### config.mk
export PLATFORM = sky130hd
export DESIGN_NAME = hcsc_top
export DESIGN_NICKNAME = d
export VERILOG_FILES = /design/src/pkg/hcsc_pkg.sv /design/src/hw/hcsc_top.sv
export SDC_FILE = /design/constraint.sdc
export NUM_CORES = 1
export LEC_CHECK = 0
export BUFFER_PORTS_ARGS = -buffer_cell sky130_fd_sc_hd__buf_2
export CAP_MARGIN = 20
export CORE_MARGIN = 2
export CORE_UTILIZATION = 29
export CTS_CLUSTER_DIAMETER = 100
export DETAILED_ROUTE_END_ITERATION = 8
export SYNTH_ARGS = -nofsm -noshare
export SYNTH_HDL_FRONTEND = slang
export SYNTH_SLANG_ARGS = --single-unit
### constraint.sdc
create_clock -name pclk -period 2.6 [get_ports pclk]
set_input_delay 0 -clock pclk [delete_from_list [all_inputs] [get_ports pclk]]
set_output_delay 0 -clock pclk [all_outputs]
set_load 0.1 [all_outputs]
### src/pkg/hcsc_pkg.sv
// Constants, register map and carrier types for the high-speed channel
// sync and coding control block. Assumes a single pclk domain.
package hcsc_pkg;

    // Register indices; byte address is four times the index
    localparam logic [7:0]  REG_CTRL_IDX     = 8'h1d;
    localparam logic [7:0]  REG_IADDR_IDX    = 8'h1e;
    localparam logic [7:0]  REG_IDATA_IDX    = 8'h1f;
    localparam logic [7:0]  REG_IRQ_STAT_IDX = 8'h20;
    localparam logic [7:0]  REG_IRQ_MASK_IDX = 8'h21;
    localparam logic [7:0]  REG_STATUS_IDX   = 8'h22;
    localparam logic [7:0]  REG_JOG_IDX      = 8'h23;

    // Control register fields and reset value
    localparam logic [15:0] CTRL_RESET       = 16'h0880;
    localparam int          CTRL_DEPTH_LSB   = 12;
    localparam int          CTRL_RXMK_BIT    = 11;
    localparam int          CTRL_TXMK_BIT    = 7;
    localparam int          CTRL_FORCE_BIT   = 5;
    localparam int          CTRL_SLIP_BIT    = 4;
    localparam int          CTRL_ENC_BIT     = 3;
    localparam int          CTRL_DEC_BIT     = 2;
    localparam int          CTRL_POL_LSB     = 0;
    localparam logic [15:0] IADDR_RESET      = 16'h0000;

    // Extended space: marker characters
    localparam logic [15:0] EXT_BASE         = 16'h8000;
    localparam int          EXT_NUM          = 4;
    localparam int          EXT_TX_SEARCH    = 0;
    localparam int          EXT_TX_REPLACE   = 1;
    localparam int          EXT_RX_SEARCH    = 2;
    localparam int          EXT_RX_REPLACE   = 3;
    localparam logic [9:0]  EXT_RESET [EXT_NUM] = '{10'h2bc, 10'h27c, 10'h27c, 10'h2bc};

    // Alignment and sync policy constants
    localparam logic [3:0]  ALIGN_FORCED     = 4'h9;
    localparam logic [3:0]  ALIGN_LAST       = 4'h9;
    localparam logic [1:0]  ACQ_COMMAS       = 2'h3;
    localparam logic [1:0]  GOOD_RUN         = 2'h3;
    localparam logic [2:0]  ERR_LEVEL_LOSS   = 3'h4;
    localparam logic [1:0]  POL_ETHERNET     = 2'h0;

    // Interrupt bits
    localparam int          IRQ_W            = 3;
    localparam int          IRQ_LOST         = 0;
    localparam int          IRQ_GAINED       = 1;
    localparam int          IRQ_CODE_ERR     = 2;

    typedef struct packed {
        logic       valid;
        logic       code_err;
        logic       disp_err;
        logic       comma;
        logic [3:0] comma_pos;
        logic [9:0] data;
    } hcsc_rx_t;

    typedef struct packed {
        logic       valid;
        logic [9:0] data;
    } hcsc_char_t;

    typedef struct packed {
        logic       enc_skip;
        logic       dec_skip;
        logic       slip_en;
        logic [2:0] fifo_depth;
    } hcsc_ctrl_t;

    typedef enum logic [1:0] {
        SYNC_LOS,
        SYNC_ACQ,
        SYNC_LOCKED
    } hcsc_sync_t;

endpackage

### src/hw/hcsc_top.sv
// Sync policy, byte alignment select, coding bypass and marker swap control
// for one high-speed channel. Assumes the serdes datapath shares pclk and
// presents one decoded character per valid cycle.
`timescale 1ns/10ps

// Summary of operation
// RL1 - Default policy uses Ethernet hysteresis before loss
// RL2 - Policy 01: one error drops sync
// RL3 - Policy 10: two consecutive errors drop sync
// RL4 - Policy 11: three consecutive errors drop sync
// RL5 - Force bit without slip fixes alignment at nine
// RL6 - Force and slip bits clear use sync machine alignment
// RL7 - Slip enable turns manual jog on
// RL8 - Encoder skip bypasses transmit 8b/10b encoder
// RL9 - Decoder skip bypasses receive 8b/10b decoder
// RL10 - Receive marker swap replaces search character
// RL11 - Transmit marker swap replaces search character
// RL12 - One depth field sets both receive FIFOs
// RL13 - Software writes pointer then uses data register
// RL14 - Data register reaches pointed extended register
// RL15 - Receive markers reset to 27c and 2bc
// RL16 - Clean character clears consecutive error count
module hcsc_top (
    // APB slave
    input  wire logic               pclk,
    input  wire logic               presetn,
    input  wire logic               psel,
    input  wire logic               penable,
    input  wire logic               pwrite,
    input  wire logic [11:0]        paddr,
    input  wire logic [31:0]        pwdata,
    output logic      [31:0]        prdata,
    output logic                    pready,
    output logic                    pslverr,
    // Interrupt
    output logic                    irq,
    // Receive character stream
    input  wire hcsc_pkg::hcsc_rx_t   rx_in,
    output hcsc_pkg::hcsc_char_t      rx_out,
    // Transmit character stream
    input  wire hcsc_pkg::hcsc_char_t tx_in,
    output hcsc_pkg::hcsc_char_t      tx_out,
    // Datapath control
    output hcsc_pkg::hcsc_ctrl_t      ctrl,
    output logic      [3:0]         align_pos,
    output logic                    synced
);
    import hcsc_pkg::*;

    logic [15:0]        ctrl_q;
    logic [15:0]        iaddr_q;
    logic [9:0]         ext_q [EXT_NUM];
    logic [IRQ_W-1:0]   irq_stat_q;
    logic [IRQ_W-1:0]   irq_mask_q;
    logic [31:0]        prdata_q;
    logic               pready_q;
    logic               pslverr_q;
    logic               irq_q;
    hcsc_sync_t         state_q;
    logic [1:0]         acq_cnt_q;
    logic [2:0]         err_cnt_q;
    logic [1:0]         good_cnt_q;
    logic [3:0]         found_pos_q;
    logic [3:0]         jog_pos_q;
    logic [3:0]         align_q;
    logic               synced_q;
    hcsc_char_t         rx_out_q;
    hcsc_char_t         tx_out_q;
    logic               ev_lost;
    logic               ev_gained;
    logic               ev_bad;
    logic [31:0]        rd_d;
    logic               hit_d;

    // Extended space decode, used by read and write
    function automatic logic ext_hit(input logic [15:0] a);
        return (a >= EXT_BASE) && (a < EXT_BASE + 16'(EXT_NUM));
    endfunction

    function automatic logic [1:0] ext_idx(input logic [15:0] a);
        return a[1:0];
    endfunction

    // Word aligned, register index in byte address bits 9:2
    logic       acc;
    logic       wr;
    logic [7:0] idx;
    assign acc = psel && penable && pready_q;
    assign wr  = acc && pwrite;
    assign idx = (paddr[1:0] == 2'h0 && paddr[11:10] == 2'h0) ? paddr[9:2] : 8'hff;

    wire [1:0] policy   = ctrl_q[CTRL_POL_LSB +: 2];
    wire       bad_char = rx_in.valid && (rx_in.code_err || rx_in.disp_err);

    // Read mux
    always_comb begin
        rd_d  = 32'h0;
        hit_d = 1'b1;
        unique case (idx)
            REG_CTRL_IDX:     rd_d = {16'h0, ctrl_q};
            REG_IADDR_IDX:    rd_d = {16'h0, iaddr_q};
            REG_IDATA_IDX:    rd_d = ext_hit(iaddr_q) ? {22'h0, ext_q[ext_idx(iaddr_q)]} : 32'h0; // RL14
            REG_IRQ_STAT_IDX: rd_d = {{(32-IRQ_W){1'b0}}, irq_stat_q};
            REG_IRQ_MASK_IDX: rd_d = {{(32-IRQ_W){1'b0}}, irq_mask_q};
            REG_STATUS_IDX:   rd_d = {21'h0, synced_q, state_q, align_q, 1'b0, err_cnt_q};
            REG_JOG_IDX:      rd_d = {28'h0, jog_pos_q};
            default:          hit_d = 1'b0;
        endcase
    end

    // No wait state: ready rises in the first access cycle
    always_ff @(posedge pclk or negedge presetn) begin
        if (!presetn) begin
            pready_q  <= 1'b0;
            pslverr_q <= 1'b0;
            prdata_q  <= 32'h0;
        end else begin
            pready_q  <= psel && !penable && !pready_q;
            pslverr_q <= psel && !penable && !hit_d;
            if (psel && !penable && !pwrite) begin
                prdata_q <= rd_d;
            end
        end
    end

    // Control register
    always_ff @(posedge pclk or negedge presetn) begin
        if (!presetn) begin
            ctrl_q <= CTRL_RESET;
        end else if (wr && idx == REG_CTRL_IDX) begin
            ctrl_q <= pwdata[15:0];
        end
    end

    // Indirect address pointer
    always_ff @(posedge pclk or negedge presetn) begin
        if (!presetn) begin
            iaddr_q <= IADDR_RESET;
        end else if (wr && idx == REG_IADDR_IDX) begin
            iaddr_q <= pwdata[15:0]; // RL13
        end
    end

    // Extended marker characters; writes outside the mapped range are dropped
    for (genvar g = 0; g < EXT_NUM; g++) begin : g_ext
        always_ff @(posedge pclk or negedge presetn) begin
            if (!presetn) begin
                ext_q[g] <= EXT_RESET[g]; // RL15
            end else if (wr && idx == REG_IDATA_IDX && ext_hit(iaddr_q)
                         && ext_idx(iaddr_q) == 2'(g)) begin
                ext_q[g] <= pwdata[9:0]; // RL14
            end
        end
    end

    // Interrupt mask
    always_ff @(posedge pclk or negedge presetn) begin
        if (!presetn) begin
            irq_mask_q <= '0;
        end else if (wr && idx == REG_IRQ_MASK_IDX) begin
            irq_mask_q <= pwdata[IRQ_W-1:0];
        end
    end

    // Sticky status; a new event beats a same-cycle write-one clear
    always_ff @(posedge pclk or negedge presetn) begin
        if (!presetn) begin
            irq_stat_q <= '0;
        end else begin
            irq_stat_q <= (irq_stat_q & ~((wr && idx == REG_IRQ_STAT_IDX) ?
                           pwdata[IRQ_W-1:0] : '0)) | {ev_bad, ev_gained, ev_lost};
        end
    end

    always_ff @(posedge pclk or negedge presetn) begin
        if (!presetn) begin
            irq_q <= 1'b0;
        end else begin
            irq_q <= |(irq_stat_q & irq_mask_q);
        end
    end

    // Sync machine events
    always_comb begin
        ev_bad    = bad_char;
        ev_gained = 1'b0;
        ev_lost   = 1'b0;
        if (state_q == SYNC_ACQ && rx_in.valid && !bad_char && rx_in.comma
            && acq_cnt_q == ACQ_COMMAS - 2'h1) begin
            ev_gained = 1'b1;
        end
        if (state_q == SYNC_LOCKED && bad_char) begin
            if (policy == POL_ETHERNET) begin
                ev_lost = (err_cnt_q == ERR_LEVEL_LOSS - 3'h1); // RL1
            end else begin
                ev_lost = (err_cnt_q == {1'b0, policy} - 3'h1); // RL2 RL3 RL4
            end
        end
    end

    // Acquisition needs three clean commas with no bad character between; position comes from the first
    always_ff @(posedge pclk or negedge presetn) begin
        if (!presetn) begin
            state_q     <= SYNC_LOS;
            acq_cnt_q   <= 2'h0;
            found_pos_q <= 4'h0;
        end else if (rx_in.valid) begin
            unique case (state_q)
                SYNC_LOS: begin
                    if (rx_in.comma && !bad_char) begin
                        state_q     <= SYNC_ACQ;
                        acq_cnt_q   <= 2'h1;
                        found_pos_q <= rx_in.comma_pos;
                    end
                end
                SYNC_ACQ: begin
                    if (bad_char) begin
                        state_q <= SYNC_LOS;
                    end else if (ev_gained) begin
                        state_q <= SYNC_LOCKED;
                    end else if (rx_in.comma) begin
                        acq_cnt_q <= acq_cnt_q + 2'h1;
                    end
                end
                SYNC_LOCKED: begin
                    if (ev_lost) begin
                        state_q <= SYNC_LOS;
                    end
                end
            endcase
        end
    end

    // Error level under hysteresis, run length under consecutive policies
    always_ff @(posedge pclk or negedge presetn) begin
        if (!presetn) begin
            err_cnt_q  <= 3'h0;
            good_cnt_q <= 2'h0;
        end else if (state_q != SYNC_LOCKED || ev_lost) begin
            err_cnt_q  <= 3'h0;
            good_cnt_q <= 2'h0;
        end else if (rx_in.valid) begin
            if (bad_char) begin
                err_cnt_q  <= err_cnt_q + 3'h1;
                good_cnt_q <= 2'h0;
            end else if (policy != POL_ETHERNET) begin
                err_cnt_q <= 3'h0; // RL16
            end else if (err_cnt_q != 3'h0) begin
                // Four clean characters in a row lower the level by one
                good_cnt_q <= good_cnt_q + 2'h1; // RL1
                if (good_cnt_q == GOOD_RUN) begin
                    err_cnt_q <= err_cnt_q - 3'h1;
                end
            end
        end
    end

    // Manual jog: each write to the jog register while slip is enabled steps one bit position
    always_ff @(posedge pclk or negedge presetn) begin
        if (!presetn) begin
            jog_pos_q <= 4'h0;
        end else if (wr && idx == REG_JOG_IDX && ctrl_q[CTRL_SLIP_BIT]) begin
            jog_pos_q <= (jog_pos_q == ALIGN_LAST) ? 4'h0 : jog_pos_q + 4'h1; // RL7
        end
    end

    // Alignment select; slip enable takes precedence over forcing
    always_ff @(posedge pclk or negedge presetn) begin
        if (!presetn) begin
            align_q  <= 4'h0;
            synced_q <= 1'b0;
        end else begin
            synced_q <= (state_q == SYNC_LOCKED);
            if (ctrl_q[CTRL_SLIP_BIT]) begin
                align_q <= jog_pos_q; // RL7
            end else if (ctrl_q[CTRL_FORCE_BIT]) begin
                align_q <= ALIGN_FORCED; // RL5
            end else begin
                align_q <= found_pos_q; // RL6
            end
        end
    end

    // Marker swap on both paths; one cycle of latency each way
    always_ff @(posedge pclk or negedge presetn) begin
        if (!presetn) begin
            rx_out_q <= '0;
        end else begin
            rx_out_q.valid <= rx_in.valid;
            if (ctrl_q[CTRL_RXMK_BIT] && rx_in.data == ext_q[EXT_RX_SEARCH]) begin
                rx_out_q.data <= ext_q[EXT_RX_REPLACE]; // RL10
            end else begin
                rx_out_q.data <= rx_in.data;
            end
        end
    end

    always_ff @(posedge pclk or negedge presetn) begin
        if (!presetn) begin
            tx_out_q <= '0;
        end else begin
            tx_out_q.valid <= tx_in.valid;
            if (ctrl_q[CTRL_TXMK_BIT] && tx_in.data == ext_q[EXT_TX_SEARCH]) begin
                tx_out_q.data <= ext_q[EXT_TX_REPLACE]; // RL11
            end else begin
                tx_out_q.data <= tx_in.data;
            end
        end
    end

    // Datapath controls come straight from the control register
    assign ctrl.enc_skip   = ctrl_q[CTRL_ENC_BIT]; // RL8
    assign ctrl.dec_skip   = ctrl_q[CTRL_DEC_BIT]; // RL9
    assign ctrl.slip_en    = ctrl_q[CTRL_SLIP_BIT];
    assign ctrl.fifo_depth = ctrl_q[CTRL_DEPTH_LSB +: 3]; // RL12

    assign prdata    = prdata_q;
    assign pready    = pready_q;
    assign pslverr   = pslverr_q;
    assign irq       = irq_q;
    assign rx_out    = rx_out_q;
    assign tx_out    = tx_out_q;
    assign align_pos = align_q;
    assign synced    = synced_q;

endmodule // hcsc_top

* After elaboration in Yosys (flattened, before gate mapping) *
Cells that the tools add are included.

word-level totals
  bits in registers = 157
  latch bits = 0
  bits in writable memories = 0
  memory bits (read-only) = 0
  input bits = 78
  output and inout port bits = 68
  word-level logic and storage cells = 157
  memories kept = 0

operators by class
  add/subtract/negate cells = 6
  multiply operators = 0
  div/mod/pow operators = 0
  $lt $le $gt $ge = 3
  equal/unequal tests = 27
  shift operators = 0
  muxes and demuxes = 36
  bitwise gates (word level) = 5
  reductions and logical operators = 56

operators with widths
  cell                    count
  $pmux W16 S7            1
  $mux W10                5
  $eq A8 B6 Y1 const B    4
  $logic_and A1 B1 Y1     30
  $eq A8 B5 Y1 const B    3
  $mux W2                 12
  $mux W3                 7
  $bmux W10 S2            1
  $eq A10 B10 Y1          2
  $ge A16 B16 Y1 const B  1
  $lt A16 B16 Y1 const B  1
  $mux W4                 3
  $ne A2 B2 Y1 const B    6
  $eq A2 B2 Y1 const B    5
  $logic_not A2 Y1        5
  $reduce_and A3 Y1       3
  $mux W8                 1
  $reduce_bool A4 Y1      2
  $reduce_or A7 Y1        1
  $and A3 B3 Y3           2
  $ne A3 B3 Y1 const B    2
  $pmux W2 S3             1
  $reduce_and A6 Y1       1
  $reduce_bool A2 Y1      3
  20 further kinds        31

* Longest topological paths before layout *
  depth after elaboration = 10
  mapped depth = 7
  mapped depth without buffers = 7

* Worst setup path after synthesis *
Ideal clock, no wire load.

  path type = reg-to-reg
  from = register pready_q, in the netlist pready
  to = register iaddr_q[10]
  setup time = 0.125 ns
  arrival = 2.899 ns
  required time = 2.475 ns
  slack = -0.424 ns
  stages on the path, launching flop included = 5
  path buffers = 1
  period minus slack after synthesis = 3.024 ns
  cells stage by stage = dfrtp_1 > nand4_1 > nor4_2 > buf_2 > mux2_2

between the ends
  word-level cells in the longest chain between the ends = 3

ends and longest elaborated chain
  item                    RTL line         source
  from (decl)             hcsc_top.sv:56   logic pready_q;
  from (signal assigned)  hcsc_top.sv:118  pready_q <= psel && !penable && !pready_q;
  $logic_and A1 B1 Y1     hcsc_top.sv:88   assign acc = psel && penable && pready_q;
  $logic_and A1 B1 Y1     hcsc_top.sv:89   assign wr = acc && pwrite;
  $logic_and A1 B1 Y1     hcsc_top.sv:139  end else if (wr && idx == REG_IADDR_IDX) begin
  to (signal assigned)    hcsc_top.sv:140  iaddr_q <= pwdata[15:0];
  to (decl)               hcsc_top.sv:51   logic [15:0] iaddr_q;

Every way passes these cells.
A chain may end at the register's enable or synchronous reset.

* Worst setup path after layout *
  from = register iaddr_q[4]
  to = register ext_q[28] in the netlist's numbering

between the ends
  word-level cells in the longest chain between the ends = 4
  elaborated cells on any way between the ends = 5
  those cells by class = order compare: 2; reduce/logical: 3

ends and longest elaborated chain
  item                                              RTL line         source
  $ge A16 B16 Y1 or $lt A16 B16 Y1 (tied branches)  hcsc_top.sv:77   return (a >= EXT_BASE) && (a < EXT_BASE + 16'(EXT_NUM));
  $logic_and A1 B1 Y1 (*)                           hcsc_top.sv:77
  $logic_and A1 B1 Y1 (*)                           hcsc_top.sv:149  end else if (wr && idx == REG_IDATA_IDX && ext_hit(iaddr_q)
  $logic_and A1 B1 Y1 (*)                           hcsc_top.sv:150  && ext_idx(iaddr_q) == 2'(g)) begin
  to (signal, indexed assignment)                   hcsc_top.sv:148  ext_q[g] <= EXT_RESET[g];
  to (signal, indexed assignment)                   hcsc_top.sv:151  ext_q[g] <= pwdata[9:0];
  to (decl)                                         hcsc_top.sv:52   logic [9:0] ext_q [EXT_NUM];

Mark *: on every way between the ends. The rest lies on a longest branch, timed or not.

==> impl_metrics.ini <==
[global_routing]
antenna_found_initial = 0
grt_max_degree = 72
grt_pass1_wl_um = 29300
grt_pass1_vias = 5109
grt-ovfl-total = 0
grt_use_total = 0.158

[final_layout]
ff_latch_area_um2 = 3560
stdcell_count = 1054
area_growth_pct = 29.8
diodes = 0
multi_input_area_um2 = 3090
final_nets = 809
fillCellCount = 2306
drive_above_1_share = 0.442
layout_common_cells = 114 x dfrtp_1, 112 x buf_2, 100 x mux2_2
layout_commonest_cell = dfrtp_1

[power]
p_clk_frac = 0.398
cellLeakagePower_nw = 3.96
p_int_mw = 4.19
p_seq_frac = 0.391
comb_power_share = 0.212
irDropWorstVdd_mv = 0.552
switching_power_mw = 2.08
p_sw_frac = 0.332
power_density_nw_per_um2 = 702

[synthesis]
syn-mean-instance-area_um2 = 12.7
yosysTopAreaCell = dfrtp_1
synth_seq_area_share = 0.517
synth_edf_count = 0
synth_area_um2 = 6880
synth.top_cell.area_share = 0.418
ys.flop_type = dfrtp_1
yosysWarnings = 0
synth_cell_types = 60
async_reset_ff_frac = 1.00
synthTopCellsByArea = dfrtp_1 42%, mux2_2 16%, dfstp_2 9.9%, mux4_2 3.6%, xnor2_1 2.9%
ys_seq_elements = 141
netlist_instances = 544

[clocking]
post_cts_resized = 0
clockBufferDepth = 2
worstSkewPairLatency_ns = 0.44
numCtsBuffers = 17
htree_levels = 4
clk_pin_slew_worst_paths_ns = 0.06
cts_root_buffer = clkbuf_16
cts_tree = done
cts.sinks = 141

[sta]
drv_slew = 0
maxSlewHeadroom = 0.550
fin_worst_skew_ns = 0.0108
fin_crit_ns = 2.24
tightestPinTransition_ns = 0.674
period_share = 0.862
hold_viol = 0
max_freq_mhz = 446
setup_viol = 0
rsz0062_at_grt = false
finalSetupTns_ns = 0

[floorplanning]
die_x_um = 158
core_um2 = 23400
ios = 146
dieArea_um2 = 25000
die_h_um = 158
initial_core_util = 0.294
rows = 56

[critical_path]
worst_path_largest_cell_delay_ns = 0.42
r2r_end = ext_q[28]
startpoint_type = flop
critPathCaptureType = flop
worstPathArrival_ns = 2.56
cp_max_fo = 10
cp_top_family = simple AND/OR/NAND/NOR gates
crit_start = iaddr_q[4]
worstSetupEndpoint = ext_q[28]
crit_cells = 6
cp.required_ns = 2.92
r2r_cells = 6
worst-path-buf-inv = 1
worstReg2RegStart = iaddr_q[4]
crit_type = flop to flop
r2r_slack_ns = 0.36
slowest_stage = dfrtp_1
path_cells = nor4b_1 > nand4_1 > or3_4 > nor4b_2 > buf_4 > mux2_2

[flow_run]
maxCapViolations = 0

[placement]
place_inst = 976
hpwl_um = 13600
gp_congestion = 0.788
numPortBuffers = 113

[drt]
drt_pre_antenna_iters = 4
routed_via_density = 4.76
detail_route.wl_per_cell_um = 17.7
drt-initial-drc-count = 444
dr_total_vias = 5018
drc = 0
detail-route-antenna-nets = 0
routed_wl_um = 18700

[run_status]
outcome = finished clean

[worst_hold_path]
hold_path_class = input port to flop
## cell type report
class,count,area share
multi-input cells,363,0.346
repair buffers,185,0.138
inverters,14,0.00588
clock inverters,14,0.0190
clock buffers,18,0.0480
well taps,319,0.0447
flip-flops and latches,141,0.399
## worst min-delay path by stage
| stage | start | end | cells after the start |
|---|---|---|---|
| after floorplan | presetn | acq_cnt_q[0] | 0 |
| after global placement | presetn | tx_out[3] | 1 |
| after detailed placement | presetn | rx_out[6] | 1 |
| after CTS | paddr[3] | jog_pos_q[0] | 3 |
| after global routing | paddr[3] | jog_pos_q[0] | 3 |
| final | paddr[0] | pslverr | 4 |
## stage by stage
step	power (mW)	hold slack [ns]	setup slack (ns)	instance area [um2]	utilization
floorplan	3.45	-0.296	0.100	6950	-
global route	6.54	0.0612	0.236	8930	0.382
finish	6.27	0.0362	0.358	8930	0.382
CTS	6.33	0.0227	0.347	8920	0.381
global placement	3.75	0.0544	0.314	7870	0.336
detailed placement	3.77	0.0518	0.293	7870	0.336
## timing repair
action	4_1_cts	5_1_grt
hold endpoints to repair	176	0
hold buffers	45	0
endpoints found under the setup margin	0	0
setup buffers	0	0
## Yosys cell counts, types with 2 or more instances
| master | count |
|---|---|
| nor2_1 | 27 |
| nand4b_1 | 2 |
| nand4_1 | 12 |
| a22oi_1 | 10 |
| nor3_1 | 5 |
| ha_1 | 9 |
| nor4_1 | 8 |
| o31ai_1 | 2 |
| nor3_2 | 2 |
| o21ai_0 | 18 |
| or3_1 | 2 |
| nand2_1 | 25 |
| a32o_1 | 3 |
| inv_1 | 14 |
| dfstp_2 | 26 |
| mux2i_1 | 7 |
| o211ai_1 | 2 |
| a22o_1 | 5 |
| a222oi_1 | 8 |
| dfrtp_1 | 115 |
| nor4b_1 | 3 |
| a211oi_1 | 2 |
| buf_6 | 2 |
| buf_4 | 22 |
| o2bb2ai_1 | 3 |
| mux2_2 | 100 |
| nor3b_1 | 2 |
| a31oi_1 | 2 |
| clkbuf_1 | 12 |
| buf_2 | 4 |
| nand2b_1 | 3 |
| nand3_1 | 3 |
| mux4_2 | 11 |
| a21oi_1 | 18 |
| xnor2_1 | 23 |
| nor4_2 | 2 |
| nor2b_1 | 6 |
| nor4_4 | 2 |
## sequential cells by signal, summed over array words and instances, names as in the netlist, 2 cells and up
name	cells
acq_cnt_q	2
align_pos	4
ctrl_q	16
err_cnt_q	3
ext_q	40
found_pos_q	4
good_cnt_q	2
iaddr_q	16
irq_mask_q	3
irq_stat_q	3
jog_pos_q	4
prdata	16
rx_out	11
state_q	2
tx_out	11
## worst reg2reg max path: stages, from the launching register on
cell and delay, ns:
dfrtp_1 0.42, nor4b_1 0.31, nand4_1 0.14, or3_4 0.42
nor4b_2 0.23, buf_4 0.26, mux2_2 0.35
## kinds of logic after synthesis
family,count (synthesis),share of synthesized area
muxes,118,0.210
DFF,141,0.517
adders and majority gates,9,0.0164
xor gates and xnor gates,24,0.0305
AOI/OAI and AO/OA,78,0.0776
other,1,0.000545
buffers and inverters,55,0.0449
and+or+nand+nor,118,0.103
## power by group through the flow
stage / clock network [mW] / registers [mW] / logic, mW
final: 2.49 / 2.45 / 1.33
after global routing: 2.64 / 2.47 / 1.43
after floorplan: 0 / 2.97 / 0.479
after detailed placement: 0 / 2.49 / 1.28
after global placement: 0 / 2.49 / 1.27
after CTS: 2.54 / 2.45 / 1.34
## layer usage
| layer | part of all wire | vias up | track usage |
|---|---|---|---|
| met5 | 0 | - | 0 |
| met4 | 0.013 | 0 | 0.0553 |
| met3 | 0.051 | 14 | 0.0328 |
| met2 | 0.46 | 148 | 0.244 |
| met1 | 0.48 | 2515 | 0.219 |
| li1 | - | 2341 | - |
(Power assumes the default switching activity.)
